<file path="config.mk">
export PLATFORM = sky130hd
export DESIGN_NAME = regulator_fault_status_regs
export DESIGN_NICKNAME = d
export VERILOG_FILES = /design/src/rtl/fault_sync.v /design/src/rtl/low_dwell_timer.v /design/src/rtl/regulator_fault_status_regs.v
export VERILOG_INCLUDE_DIRS = /design/src /design/src/rtl
export SDC_FILE = /design/constraint.sdc
export NUM_CORES = 1
export LEC_CHECK = 0
export BUFFER_PORTS_ARGS = -buffer_cell sky130_fd_sc_hd__buf_4
export CORE_MARGIN = 3
export CORE_UTILIZATION = 33
export CTS_CLUSTER_DIAMETER = 50
export CTS_CLUSTER_SIZE = 28
export DETAILED_ROUTE_END_ITERATION = 16
export GPL_TIMING_DRIVEN = 0
export PLACE_DENSITY_LB_ADDON = 0.1
export SYNTH_ARGS = -nofsm -noshare
export SYNTH_HDL_FRONTEND = slang
export SYNTH_SLANG_ARGS = --single-unit
</file>
<file path="constraint.sdc">
create_clock -name mclk -period 2.6 [get_ports mclk]
set_clock_uncertainty 0.15 [all_clocks]
set_input_delay 0.39 -clock mclk [delete_from_list [all_inputs] [get_ports mclk]]
set_output_delay 0.39 -clock mclk [all_outputs]
set_load 0.01 [all_outputs]
</file>
<file path="src/rtl/regulator_consts.vh">
// Constants for the regulator fault and status register bank
`ifndef REGULATOR_CONSTS_VH
`define REGULATOR_CONSTS_VH

// Serial bus address byte, write form; bit 0 carries direction
`define SLAVE_ADDR_BYTE 8'h70

// Command codes
`define CMD_CEILING 8'h02
`define CMD_STATUS 8'h04
`define CMD_MASK 8'h05
`define CMD_RAMP 8'h06

// Reset values
`define CEILING_RESET 8'h51
`define STATUS_RESET 8'h00
`define MASK_RESET 8'h00
`define RAMP_RESET 8'h04

// Status and mask field positions
`define ST_THERMAL 5
`define ST_LOW 4
`define ST_HIGH 3
`define ST_CURRENT 2
`define ST_CEIL 1
`define ST_ALERT 0

// Analog scaling, for reference by the comparator side
`define CEILING_STEP_MV 10
`define HIGH_MARGIN_MV 300
`define HIGH_FIXED_MV 1830
`define CURRENT_ALARM_MV 23
`define CURRENT_LIMIT_DELTA_MV 15
`define LOW_MARGIN_MV 200

// Output-low dwell time
`define MCLK_MHZ 200
`define LOW_DWELL_US 200
`define LOW_DWELL_CYCLES (`LOW_DWELL_US * `MCLK_MHZ)

`endif

</file>
<file path="src/rtl/fault_sync.v">
// Two-flop synchroniser for the raw fault indications
`timescale 1ns/1ps
`default_nettype none
module fault_sync #(
   parameter WIDTH = 3
) (
   // Clock and reset
   input wire mclk,
   input wire reset,
   // Raw and synchronised levels
   input wire [WIDTH-1:0] raw,
   output wire [WIDTH-1:0] synced
);
   reg [WIDTH-1:0] meta_q;
   reg [WIDTH-1:0] stable_q;
   genvar i;
   generate
      for (i = 0; i < WIDTH; i = i + 1) begin : g_bit
         always @(posedge mclk) begin
            if (reset) begin
               meta_q[i] <= 1'b0;
               stable_q[i] <= 1'b0;
            end else begin
               meta_q[i] <= raw[i];
               stable_q[i] <= meta_q[i];
            end
         end
      end
   endgenerate
   assign synced = stable_q;
endmodule
`default_nettype wire

</file>
<file path="src/rtl/low_dwell_timer.v">
// Dwell timer that qualifies the output-low condition
`timescale 1ns/1ps
`default_nettype none
module low_dwell_timer #(
   parameter CNT_W = 16,
   parameter integer DWELL_CYCLES = 40000
) (
   // Clock and reset
   input wire mclk,
   input wire reset,
   // Live condition and qualified flag
   input wire below,
   output reg flag_q
);
   localparam [CNT_W-1:0] LIMIT = DWELL_CYCLES[CNT_W-1:0];
   reg [CNT_W-1:0] cnt_q;
   always @(posedge mclk) begin
      if (reset) begin
         cnt_q <= {CNT_W{1'b0}};
         flag_q <= 1'b0;
      end else if (!below) begin
         // Not latched: flag drops with the condition
         cnt_q <= {CNT_W{1'b0}};
         flag_q <= 1'b0;
      end else begin
         if (cnt_q != LIMIT) begin
            cnt_q <= cnt_q + {{(CNT_W-1){1'b0}}, 1'b1};
         end
         flag_q <= (cnt_q == LIMIT);
      end
   end
endmodule
`default_nettype wire

</file>
<file path="src/rtl/regulator_fault_status_regs.v">
// Fault status register bank with two-wire serial slave
//
// Function
// - Ceiling register at 0x02, resets 0x51; bit 7 ignored on write, reads zero.
// - Ceiling code bit 0 is least significant, 10mV per step.
// - Read-only status at 0x04, reads 0x01 after reset, fault bits 5..1, alert bit 0.
// - Output-high flag set from the over-voltage detector indication.
// - Current-alarm flag set from the 23mV valley detector; limit sits 15mV higher.
// - Current-alarm flag sticky; a status read clears it if condition gone.
// - Latched current alarm does not hold alert low after condition ends.
// - All flags except current alarm clear with their live condition.
// - Ceiling-exceeded flag set while target code exceeds ceiling code.
// - Ceiling-exceeded flag clears once target falls to or below ceiling.
// - Status bit 0 is NOR of masked bits 5..1, with live current alarm for bit 2, and drives alert_n.
// - Each fault is ANDed with its inverted mask bit before the NOR.
// - Status flags set regardless of mask; mask only gates the alert.
// - Mask register at 0x05, resets 0x00, bits 5..1 writable, rest zero.
// - Ramp-rate register at 0x06, resets 0x04, all eight bits read back.
// - Device answers only the fixed bus address 70h.
// - Target above ceiling is acknowledged but regulated at the ceiling.
// - Output-low flag only after 200mV-below condition holds 200us.
`include "regulator_consts.vh"
`timescale 1ns/1ps
`default_nettype none
module regulator_fault_status_regs #(
   parameter integer LOW_DWELL_CYCLES = `LOW_DWELL_CYCLES,
   parameter LOW_CNT_W = 16
) (
   // Clock and reset
   input wire mclk,
   input wire reset,
   // Serial bus pins, SDA open drain
   input wire scl_in,
   input wire sda_in,
   output reg sda_out_q,
   output reg sda_oe_q,
   // Raw fault indications from the detectors
   input wire thermal_raw,
   input wire output_high_raw,
   input wire output_below_raw,
   input wire current_alarm_raw,
   // Target code from the target-voltage register
   input wire [7:0] target_output_code,
   // Configuration and status toward the regulator
   output reg [6:0] output_ceiling_code_q,
   output reg [7:0] ramp_rate_select_q,
   output reg [7:0] regulated_code_q,
   output reg alert_n_q
);

   // Slave states
   localparam [3:0] ST_IDLE = 4'h0;
   localparam [3:0] ST_ADDR = 4'h1;
   localparam [3:0] ST_ADDR_ACK = 4'h2;
   localparam [3:0] ST_CMD = 4'h3;
   localparam [3:0] ST_CMD_ACK = 4'h4;
   localparam [3:0] ST_WDATA = 4'h5;
   localparam [3:0] ST_WDATA_ACK = 4'h6;
   localparam [3:0] ST_TX = 4'h7;
   localparam [3:0] ST_TX_ACK = 4'h8;
   localparam [3:0] ST_WAIT = 4'h9;

   localparam [3:0] BYTE_BITS = 4'h8;
   localparam [7:0] ADDR_BYTE = `SLAVE_ADDR_BYTE;
   localparam [7:0] CEIL_RST = `CEILING_RESET;
   localparam [7:0] MASK_RST = `MASK_RESET;

   // Bus pin history
   reg scl_q;
   reg sda_q;

   // Slave state
   reg [3:0] state_q;
   reg [3:0] bit_cnt_q;
   reg [7:0] shift_q;
   reg [7:0] cmd_q;
   reg read_mode_q;

   // Register contents
   reg [4:0] mask_q;
   reg current_latch_q;
   reg ceiling_exceeded_q;

   // Fault conditions
   wire [2:0] fault_synced;
   wire output_low_fault_flag;
   wire thermal_alarm_flag;
   wire output_high_fault_flag;
   wire current_alarm_live;

   // Bus events
   wire scl_rise;
   wire scl_fall;
   wire bus_start;
   wire bus_stop;
   wire byte_done;
   wire wr_en;
   wire tx_load;
   wire status_read;

   // Derived values
   wire [4:0] fault_terms;
   wire [4:0] masked_terms;
   wire alert_summary;
   wire [7:0] status_byte;
   wire [7:0] ceiling_ext;
   reg [7:0] read_byte;

   // Synchronise the detectors before any flag sees them
   fault_sync #(
      .WIDTH(3)
   ) u_fault_sync (
      .mclk(mclk),
      .reset(reset),
      .raw({current_alarm_raw, output_high_raw, thermal_raw}),
      .synced(fault_synced)
   );

   assign thermal_alarm_flag = fault_synced[0];
   assign output_high_fault_flag = fault_synced[1];
   assign current_alarm_live = fault_synced[2];

   // Below-target detector is filtered by the dwell timer
   wire below_synced;
   fault_sync #(
      .WIDTH(1)
   ) u_below_sync (
      .mclk(mclk),
      .reset(reset),
      .raw(output_below_raw),
      .synced(below_synced)
   );

   low_dwell_timer #(
      .CNT_W(LOW_CNT_W),
      .DWELL_CYCLES(LOW_DWELL_CYCLES)
   ) u_low_dwell (
      .mclk(mclk),
      .reset(reset),
      .below(below_synced),
      .flag_q(output_low_fault_flag)
   );

   // Bus edge detection; pins taken as synchronous
   assign scl_rise = scl_in & ~scl_q;
   assign scl_fall = ~scl_in & scl_q;
   assign bus_start = scl_in & scl_q & sda_q & ~sda_in;
   assign bus_stop = scl_in & scl_q & ~sda_q & sda_in;
   assign byte_done = scl_fall & (bit_cnt_q == BYTE_BITS);

   // Data byte commits on its eighth falling clock
   assign wr_en = (state_q == ST_WDATA) & byte_done & ~bus_start & ~bus_stop;

   // A byte is loaded for transmission
   assign tx_load = ~bus_start & ~bus_stop & scl_fall &
                    (((state_q == ST_ADDR_ACK) & read_mode_q) |
                     (state_q == ST_TX_ACK));
   assign status_read = tx_load & (cmd_q == `CMD_STATUS);

   // Fault terms in status bit order 5..1
   assign fault_terms = {thermal_alarm_flag, output_low_fault_flag,
                         output_high_fault_flag, current_alarm_live,
                         ceiling_exceeded_q};

   // Live current condition gates the alert, not the latch
   assign masked_terms = fault_terms & ~mask_q;
   assign alert_summary = ~(|masked_terms);

   assign status_byte = {2'b00,
                         thermal_alarm_flag,
                         output_low_fault_flag,
                         output_high_fault_flag,
                         current_latch_q,
                         ceiling_exceeded_q,
                         alert_summary};

   assign ceiling_ext = {1'b0, output_ceiling_code_q};

   // Read data selection; unmapped commands read zero
   always @* begin
      if (cmd_q == `CMD_CEILING) begin
         read_byte = ceiling_ext;
      end else if (cmd_q == `CMD_STATUS) begin
         read_byte = status_byte;
      end else if (cmd_q == `CMD_MASK) begin
         read_byte = {2'b00, mask_q, 1'b0};
      end else if (cmd_q == `CMD_RAMP) begin
         read_byte = ramp_rate_select_q;
      end else begin
         read_byte = 8'h00;
      end
   end

   // Serial slave engine
   always @(posedge mclk) begin
      if (reset) begin
         scl_q <= 1'b1;
         sda_q <= 1'b1;
         state_q <= ST_IDLE;
         bit_cnt_q <= 4'h0;
         shift_q <= 8'h00;
         cmd_q <= 8'h00;
         read_mode_q <= 1'b0;
         sda_oe_q <= 1'b0;
         sda_out_q <= 1'b0;
      end else begin
         scl_q <= scl_in;
         sda_q <= sda_in;
         // Open drain: only ever pulls low
         sda_out_q <= 1'b0;
         if (bus_start) begin
            // Repeated start keeps the command pointer
            state_q <= ST_ADDR;
            bit_cnt_q <= 4'h0;
            sda_oe_q <= 1'b0;
         end else if (bus_stop) begin
            state_q <= ST_IDLE;
            bit_cnt_q <= 4'h0;
            sda_oe_q <= 1'b0;
         end else begin
            case (state_q)
               ST_ADDR, ST_CMD, ST_WDATA: begin
                  if (scl_rise) begin
                     shift_q <= {shift_q[6:0], sda_in};
                     bit_cnt_q <= bit_cnt_q + 4'h1;
                  end else if (byte_done) begin
                     bit_cnt_q <= 4'h0;
                     if (state_q == ST_ADDR) begin
                        if (shift_q[7:1] == ADDR_BYTE[7:1]) begin
                           read_mode_q <= shift_q[0];
                           sda_oe_q <= 1'b1;
                           state_q <= ST_ADDR_ACK;
                        end else begin
                           // Other addresses: stay off the bus until the next start or stop
                           state_q <= ST_WAIT;
                        end
                     end else if (state_q == ST_CMD) begin
                        cmd_q <= shift_q;
                        sda_oe_q <= 1'b1;
                        state_q <= ST_CMD_ACK;
                     end else begin
                        // Every data byte acknowledged, over-ceiling ones too
                        sda_oe_q <= 1'b1;
                        state_q <= ST_WDATA_ACK;
                     end
                  end
               end
               ST_ADDR_ACK: begin
                  if (scl_fall) begin
                     if (read_mode_q) begin
                        shift_q <= read_byte;
                        sda_oe_q <= ~read_byte[7];
                        state_q <= ST_TX;
                     end else begin
                        sda_oe_q <= 1'b0;
                        state_q <= ST_CMD;
                     end
                  end
               end
               ST_CMD_ACK, ST_WDATA_ACK: begin
                  if (scl_fall) begin
                     // Further bytes rewrite the same register
                     sda_oe_q <= 1'b0;
                     state_q <= ST_WDATA;
                  end
               end
               ST_TX: begin
                  if (scl_rise) begin
                     bit_cnt_q <= bit_cnt_q + 4'h1;
                  end else if (scl_fall) begin
                     if (bit_cnt_q == BYTE_BITS) begin
                        bit_cnt_q <= 4'h0;
                        sda_oe_q <= 1'b0;
                        state_q <= ST_TX_ACK;
                     end else begin
                        shift_q <= {shift_q[6:0], 1'b0};
                        sda_oe_q <= ~shift_q[6];
                     end
                  end
               end
               ST_TX_ACK: begin
                  if (scl_rise && sda_in) begin
                     // Master refused: done until the next start or stop
                     state_q <= ST_WAIT;
                  end else if (scl_fall) begin
                     shift_q <= read_byte;
                     sda_oe_q <= ~read_byte[7];
                     state_q <= ST_TX;
                  end
               end
               ST_WAIT: begin
                  sda_oe_q <= 1'b0;
               end
               default: begin
                  sda_oe_q <= 1'b0;
                  state_q <= ST_IDLE;
               end
            endcase
         end
      end
   end

   // Writable registers
   always @(posedge mclk) begin
      if (reset) begin
         output_ceiling_code_q <= CEIL_RST[6:0];
         mask_q <= MASK_RST[`ST_THERMAL:`ST_CEIL];
         ramp_rate_select_q <= `RAMP_RESET;
      end else if (wr_en) begin
         if (cmd_q == `CMD_CEILING) begin
            // Bit 7 accepted but dropped
            output_ceiling_code_q <= shift_q[6:0];
         end else if (cmd_q == `CMD_MASK) begin
            mask_q <= shift_q[`ST_THERMAL:`ST_CEIL];
         end else if (cmd_q == `CMD_RAMP) begin
            ramp_rate_select_q <= shift_q;
         end
      end
   end

   // Fault flags and alert
   always @(posedge mclk) begin
      if (reset) begin
         current_latch_q <= 1'b0;
         ceiling_exceeded_q <= 1'b0;
         regulated_code_q <= 8'h00;
         alert_n_q <= 1'b1;
      end else begin
         // Set wins over a read clear in the same cycle
         current_latch_q <= current_alarm_live |
                            (current_latch_q & ~status_read);
         ceiling_exceeded_q <= (target_output_code > ceiling_ext);
         if (target_output_code > ceiling_ext) begin
            regulated_code_q <= ceiling_ext;
         end else begin
            regulated_code_q <= target_output_code;
         end
         alert_n_q <= alert_summary;
      end
   end

endmodule
`default_nettype wire

</file>
# Yosys cells after proc, flatten, opt, wreduce, memory -nomap -nowiden
# Index checks and enable logic that the tools add are counted.
# word_totals
register_bits	84
input_bits	16
wordCells	178
out_inout_bits	26
# op_classes
magnitude_cmp	1
mux	49
eq_ne	43
n_addsub	2
reduce_logical	19
bitwise_logic	37
# ops
operator	n
8-bit 2-to-1 mux	12
4-bit 2-to-1 mux	16
8-bit case mux with 4 select lines	1
4-bit != test, second input constant	7
9-bit AND reduction	3
8-bit by 3-bit equality test with 1-bit output, second input constant	3
2-bit != test, second input constant	12
4-bit case mux with 6 select lines	1
1-bit AND	17
16-bit by 1-bit adder with 16-bit output, second input constant	1
16-bit equality test, second input constant	1
4-bit by 3-bit equality test with 1-bit output, second input constant	4
16-bit != test, second input constant	1
1-bit NOT	16
3-bit != test, second input constant	5
1-bit 2-to-1 mux	14
7-bit AND reduction	2
4-bit equality test, second input constant	3
11-bit AND reduction	1
4-bit by 2-bit equality test with 1-bit output, second input constant	2
8-bit by 2-bit equality test with 1-bit output, second input constant	1
8-bit by 7-bit > comparator with 1-bit output	1
4-bit case mux with 2 select lines	1
4-bit AND reduction	2
20 further kinds	24

# Depth between registers and ports, before layout
# Gate-level depths: netlist of run 1.
# depth
word_depth	11
mapped_depth	9
depth_no_buf	7

# Hierarchy
# From an unflattened synthesis of run 1, not the netlist that was laid out.
# unflattened
cells_unflattened	489
area_unflattened_um2	4240.3
# modules_own_cells
mod	area_each_um2	cells_each	seq_area_each_um2	n_inst
regulator_fault_status_regs	3250.6	387	1181.1	1
low_dwell_timer	779.5	86	340.3	1
fault_sync at u_fault_sync	157.7	12	120.1	1
fault_sync at u_below_sync	52.6	4	40.0	1

# Worst setup path after synthesis of run 1
# OpenSTA, ideal clock, no wires.
# synth_timing
path_type	in2reg
startpoint	input scl_in
endpoint	register sda_oe_q
cell_stages	7
setup_ns	0.059
required_ns	2.391
slack_ns	0.435
path_buffers	1
arrival_ns	1.956
cell_sequence	ha_1 -> buf_2 -> nand4bb_1 -> o221ai_1 -> nand3_1 -> or4_1 -> nand2_1
# synth_via
elab_chain_len	5
elab_cells_between_ends	20
classes_between	eq/ne: 8; bitwise: 9; reduce/logical: 3
# synth_lines
element	line	rtl
from (decl)	regulator_fault_status_regs.v:33	input wire scl_in,
1-bit NOT	regulator_fault_status_regs.v:146	assign scl_fall = ~scl_in & scl_q;
1-bit AND	regulator_fault_status_regs.v:146	
1-bit AND	regulator_fault_status_regs.v:149	assign byte_done = scl_fall & (bit_cnt_q == BYTE_BITS);
2-bit != test (no source line)	--	
9-bit AND reduction (no source line)	--	
to (signal assigned)	regulator_fault_status_regs.v:252	sda_oe_q <= ~read_byte[7];
to (signal assigned)	regulator_fault_status_regs.v:277	sda_oe_q <= ~shift_q[6];
to (signal assigned)	regulator_fault_status_regs.v:287	sda_oe_q <= ~read_byte[7];
to (decl)	regulator_fault_status_regs.v:36	output reg sda_oe_q,
# Several ways; a longest one is shown, not always the timed one.
# A chain may end at the register's enable or synchronous reset.

# Worst setup path in the final report of run 1
# layout_timing
startpoint	register scl_q
endpoint	register sda_oe_q
# layout_via
elab_chain_len	5
elab_cells_between_ends	20
classes_between	eq/ne: 8; bitwise: 9; reduce/logical: 3
# layout_lines
element	line	rtl
from (decl)	regulator_fault_status_regs.v:69	reg scl_q;
from (signal assigned)	regulator_fault_status_regs.v:207	scl_q <= scl_in;
1-bit NOT	regulator_fault_status_regs.v:145	assign scl_rise = scl_in & ~scl_q;
1-bit AND	regulator_fault_status_regs.v:145	
1-bit logical AND	regulator_fault_status_regs.v:282	if (scl_rise && sda_in) begin
2-bit != test (no source line)	--	
9-bit AND reduction (no source line)	--	
# Several ways; a longest one is shown, not always the timed one.

==> flow_metrics.tcl, run 1 <==
set metrics [dict create \
    status "completed" \
    fmax_mhz 407 \
    grt_max_degree 15 \
    clkSinkCount 84 \
    utilization 0.403 \
    min_path_type "in2reg" \
    worstPathArrival_ns 2.60 \
    ys_ff_latch 84 \
    synth_edf_count 0 \
    path_cells "inv_1 > ha_1 > buf_2 > nand4bb_2 > o221ai_1 > nand3_1 > or4_1 > nand2_1" \
    antenna_found_initial 0 \
    async_reset_ff_frac 0 \
    synth_top_area_share 0.391 \
    n_antenna_cell 0 \
    place_area_um2 4810 \
    clockRootBuffer "clkbuf_16" \
    core_area_um2 12700 \
    start_kind "register" \
    place_hpwl_um 8120 \
    drt_wl_total_um 11100 \
    critPathMaxStageDelay_ns 0.49 \
    first_pass_iters 5 \
    synth_top_flop_cell "dfxtp_1" \
    path_buf_inv 2 \
    ant_nets 0 \
    maxCapViolCount 0 \
    synth.top_cells.by_area "dfxtp_1 39%, mux2i_1 9.8%, nor2_1 5.9%" \
    peakVddDrop_mv 0.279 \
    synth_fa_ha_area_frac 0.0408 \
    port_buffers 39 \
    synthSimpleGateAreaFrac 0.227 \
    grt_pass1_vias 3453 \
    rows 41 \
    p_leak_nw 1.98 \
    die_h_um 120 \
    critPathTopFamily "simple AND/OR/NAND/NOR gates" \
    detail_route.wl_per_cell_um 15.6 \
    synthMuxAreaShare 0.0978 \
    cts_buffer_depth 2 \
    rsz0062_at_grt "yes" \
    yosys.area.top_type "dfxtp_1" \
    grt_overflow_total 0 \
    htreeDepth 3 \
    drc_errors 0 \
    critPathRequiredTime_ns 2.74 \
    area_delta_synth_final_pct 18.9 \
    grt_pass1_wl_um 18000 \
    nets 564 \
    syn_area_um2 4300 \
    gp_congestion 0.900 \
    fin_area_um2 5110 \
    finalSetupViolCount 0 \
    cts_tree "built" \
    fillers 1295 \
    netlist-cell-type-count 72 \
    crit_type "reg2reg" \
    ys_seq_area_frac 0.391 \
    synth_compound_area_frac 0.152 \
    synth_xor_area_frac 0.0326 \
    die-area_um2 14400 \
    yosysWarnings 0 \
    clock_latency_ns 0.34 \
    syn_area_per_cell_um2 8.90 \
    slew_viol_final 0 \
    io_pins 42 \
    die_w_um 120 \
    synthCells 483 \
    yosysMostFrequentCell "dfxtp_1" \
    grtUsageTotal 0.158 \
    synth_commonest_cells "84 x dfxtp_1, 67 x nor2_1, 42 x mux2i_1" \
    hold_violations 0 \
    period_minus_slack_ns 2.46 \
    end_kind "register" \
    p_per_area_nw_per_um2 779 \
    synth_top_family_by_area "simple AND/OR/NAND/NOR gates" \
    period_share 0.946 \
    critPathSlowestCell "or4_1" \
    layout-drive-gt1-share 0.163 \
    slew_headroom 0.469 \
    drtIter0Drc 166 \
    clkTransAtPathRegs_ns 0.06 \
    cts_buffers 9 \
    crit_fanout 9 \
    worstMarginPinSlew_ns 0.791 \
    via_per_inst 5.10 \
    vias 3625 \
    floorplan.initialDensity 0.339 \
]
cells in the final DEF (no fill, tap or decap), types with 3 or more instances in the layout:
cell / count
or4_1: 3
a21o_1: 5
nand3_1: 14
a21oi_1: 16
nand2_1: 37
dfxtp_1: 84
mux2i_1: 42
a311oi_1: 3
nor2_1: 67
o221ai_1: 8
nand4_1: 6
inv_1: 31
xor2_1: 10
buf_2: 9
clkbuf_16: 9
o211ai_1: 6
nor2b_1: 12
ha_1: 14
a32oi_1: 3
xnor2_1: 6
clkbuf_1: 12
a31oi_1: 9
and3_1: 7
o22ai_1: 5
buf_4: 40
o21ai_0: 9
layout make-up:
class | count | area [um2] | share of cell area
Buffer | 25 | 125 | 0.0245
Clock buffer | 10 | 229 | 0.0448
Clock inverter | 6 | 65.1 | 0.0127
Inverter | 32 | 120 | 0.0235
Multi-Input combinational cell | 343 | 2380 | 0.466
Sequential cell | 84 | 1680 | 0.329
Tap cell | 172 | 215 | 0.0421
Timing Repair Buffer | 39 | 293 | 0.0573
stage by stage:
| step | setup slack [ns] | cells | power, mW | TNS [ns] | hold WS [ns] |
|---|---|---|---|---|---|
| after floorplan | 0.435 | 484 | 2.38 | 0 | 0.264 |
| after global placement | -0.0197 | 695 | 2.71 | -0.0197 | 0.271 |
| after detailed placement | -0.0103 | 695 | 2.70 | -0.0103 | 0.273 |
| after CTS | 0.113 | 711 | 4.00 | 0 | 0.0914 |
| after global routing | -0.00648 | 711 | 4.21 | -0.00648 | 0.110 |
| final | 0.141 | 711 | 3.98 | 0 | 0.106 |
layer usage:
layer	global-route usage	wire (um)	vias to the layer above
li1	-	-	1820
met1	0.225	5410	1697
met2	0.236	4930	93
met3	0.0273	508	15
met4	0.0673	216	0
met5	0	0	-
sequential cells by signal, indices dropped and copies added, names as in the netlist, 3 cells and up:
name / flops
u_low_dwell.cnt_q: 16
bit_cnt_q: 4
regulated_code_q: 8
u_fault_sync.synced: 3
state_q: 4
output_ceiling_code_q: 7
mask_q: 5
shift_q: 8
u_fault_sync.meta_q: 3
cmd_q: 8
ramp_rate_select_q: 8
logic make-up (layout without fill, tap and decap cells):
kind of cell / Yosys count / in the layout
simple gates: 184 / 184
compound gates: 85 / 85
flops: 84 / 84
buf+inv: 57 / 112
mux: 42 / 42
xor+xnor: 16 / 16
fa+ha+maj: 14 / 14
other cells: 1 / 2
repair_timing:
action,4_1_cts,5_1_grt
hold buffers,0,0
buffers inserted,0,0
endpoints found under the setup margin,0,2
resized for setup,0,1
final timing paths:
kind | cells past startpoint | to | startpoint | slack (ns)
min reg2reg | 1 | u_fault_sync.synced[1] | u_fault_sync.meta_q[1] | 0.28
min | 2 | u_fault_sync.meta_q[2] | current_alarm_raw | 0.11
max | 8 | sda_oe_q | scl_q | 0.14
max reg2reg | 8 | sda_oe_q | scl_q | 0.14
power by group:
part / switching, mW / internal [mW] / leakage, nW
registers: 0.102 / 1.38 / 0.683
clock network: 0.535 / 0.744 / 0.142
logic: 0.729 / 0.490 / 1.16
worst register-to-register path, cell delays in order (launching register included):
cell and delay [ns]:
dfxtp_1 0.36, inv_1 0.05, ha_1 0.16, buf_2 0.17, nand4bb_2 0.34, o221ai_1 0.43
nand3_1 0.18, or4_1 0.49, nand2_1 0.08
(Power assumes the default switching activity.)
==> inputs of run 2 (changes only) <==
==> constraint.sdc (replaced) <==
create_clock -name mclk -period 2.5 [get_ports mclk]
set_clock_uncertainty 0.15 [all_clocks]
set_input_delay 0.375 -clock mclk [delete_from_list [all_inputs] [get_ports mclk]]
set_output_delay 0.375 -clock mclk [all_outputs]
set_load 0.01 [all_outputs]
==> run 2 against run 1 <==
  * Fmax up 4.4%
  * Largest cell class unchanged
  * Final area increased by 0.54%
  * Sequential share of layout area down 0.18 points
  * Core utilization up 0.22 points
  * First-iteration DRC count up 28%
  * Non-clock buffer count up 2
  * Die area unchanged
  * Routed wire length about the same
  * Global-route usage stayed put
==> flow_metrics.tcl, run 2 (synthesis results as in run 1) <==
set metrics [dict create \
    layout_common_cells "84 x dfxtp_1, 67 x nor2_1, 42 x mux2i_1, 42 x buf_4, 37 x nand2_1" \
    grt_pass1_vias 3453 \
    critPathMaxStageDelay_ns 0.48 \
    end_kind "register" \
    first_pass_iters 5 \
    utilization 0.405 \
    layout-drive-gt1-share 0.166 \
    grtUsageTotal 0.158 \
    core_area_um2 12700 \
    vias 3652 \
    critPathRequiredTime_ns 2.64 \
    min_path_type "in2reg" \
    grt_overflow_total 0 \
    die_h_um 120 \
    whs_ns 0.0920 \
    grt_max_degree 15 \
    worstMarginPinSlew_ns 0.683 \
    period_minus_slack_ns 2.35 \
    layout_setup_ws_ns 0.146 \
    cts_buffer_depth 2 \
    die-area_um2 14400 \
    start_kind "register" \
    drtIter0Drc 213 \
    port_buffers 39 \
    cts_tree "built" \
    path_cells "inv_1 > ha_1 > buf_2 > nand4bb_1 > o221ai_2 > nand3_1 > or4_1 > nand2_1" \
    area_delta_synth_final_pct 19.5 \
    via_per_inst 5.12 \
    cts_buffers 9 \
    hold_violations 0 \
    place_ws_ns -0.0953 \
    sw_frac_of_total 0.344 \
    clkSinkCount 84 \
    worstPathArrival_ns 2.49 \
    die_w_um 120 \
    htreeDepth 3 \
    largest_reg_flops 16 \
    antenna_found_initial 0 \
    crit_type "reg2reg" \
    clockRootBuffer "clkbuf_16" \
    drt_wl_total_um 11100 \
    path_buf_inv 2 \
    peakVddDrop_mv 0.289 \
    p_per_area_nw_per_um2 807 \
    critPathSlowestCell "or4_1" \
    clock_latency_ns 0.34 \
    p_leak_nw 1.98 \
    regMostFlops "u_low_dwell.cnt_q" \
    detail_route.wl_per_cell_um 15.5 \
    mostFrequentLayoutCell "dfxtp_1" \
    power.total_mw 4.15 \
    finalSetupViolCount 0 \
    nets 566 \
    status "completed" \
    rows 41 \
    floorplan.initialDensity 0.339 \
    critPathTopFamily "simple AND/OR/NAND/NOR gates" \
    gp_congestion 0.900 \
    clkTransAtPathRegs_ns 0.06 \
    ant_nets 0 \
    period_share 0.942 \
    p_sw_mw 1.42 \
    power_frac_seq 0.371 \
    combPwrFrac 0.307 \
    n_antenna_cell 0 \
    rsz0062_at_grt "yes" \
    internal_power_mw 2.72 \
    slew_viol_final 0 \
    place_hpwl_um 8120 \
    crit_fanout 9 \
    slew_headroom 0.545 \
    maxCapViolCount 0 \
    drc_errors 0 \
    p_clk_frac 0.321 \
    grt_pass1_wl_um 18000 \
    io_pins 42 \
    fmax_mhz 425 \
]
run 2: final timing paths:
kind                                             start                     end  slack, ns  cells past startpoint
worst min register to register  u_fault_sync.meta_q[1]  u_fault_sync.synced[1]       0.28                      1
worst max register to register                   scl_q                sda_oe_q       0.15                      8
worst min-delay path                 current_alarm_raw  u_fault_sync.meta_q[2]       0.09                      2
worst max-delay path                             scl_q                sda_oe_q       0.15                      8
run 2: cell type report:
| cell class | instances | area, um2 |
|---|---|---|
| plain buffers | 25 | 128 |
| fillers | 1285 | 7540 |
| well taps | 172 | 215 |
| inverters | 32 | 120 |
| repair buffers | 41 | 308 |
| clock buffers | 10 | 229 |
| clock inverters | 6 | 65.1 |
| flip-flops and latches | 84 | 1680 |
| multi-input cells | 343 | 2390 |
run 2: worst register-to-register path: stages, from the launching register on:
cell and delay, ns:
dfxtp_1 0.36, inv_1 0.05, ha_1 0.16, buf_2 0.17, nand4bb_1 0.37, o221ai_2 0.33, nand3_1 0.15, or4_1 0.48
nand2_1 0.08
run 2: timing repair:
action / 4_1_cts / 5_1_grt
endpoints found under the setup margin: 0 / 12
buffers inserted: 0 / 2
hold buffers: 0 / 0
gates resized for setup: 0 / 3
run 2: through the flow:
step	TNS (ns)	std cells	cell area (um2)
global placement	-0.519	695	4810
CTS	0	711	5100
finish	0	713	5130
floorplan	0	484	4300
detailed placement	-0.507	695	4810
global route	-0.0171	713	5130
run 2: power groups by stage:
stage	registers, mW	logic, mW	clock network (mW)
2_1_floorplan	1.52	0.955	0
3_3_place_gp	1.57	1.25	0
3_5_place_dp	1.57	1.25	0
4_1_cts	1.54	1.25	1.37
5_1_grt	1.55	1.42	1.42
6_report	1.54	1.27	1.33
run 2: per-layer routing:
metal	global-route usage	vias up	share of wire
met1	0.225	1733	0.49
li1	-	1824	-
met4	0.0673	0	0.022
met2	0.236	78	0.44
met3	0.0273	17	0.041
met5	0	-	0
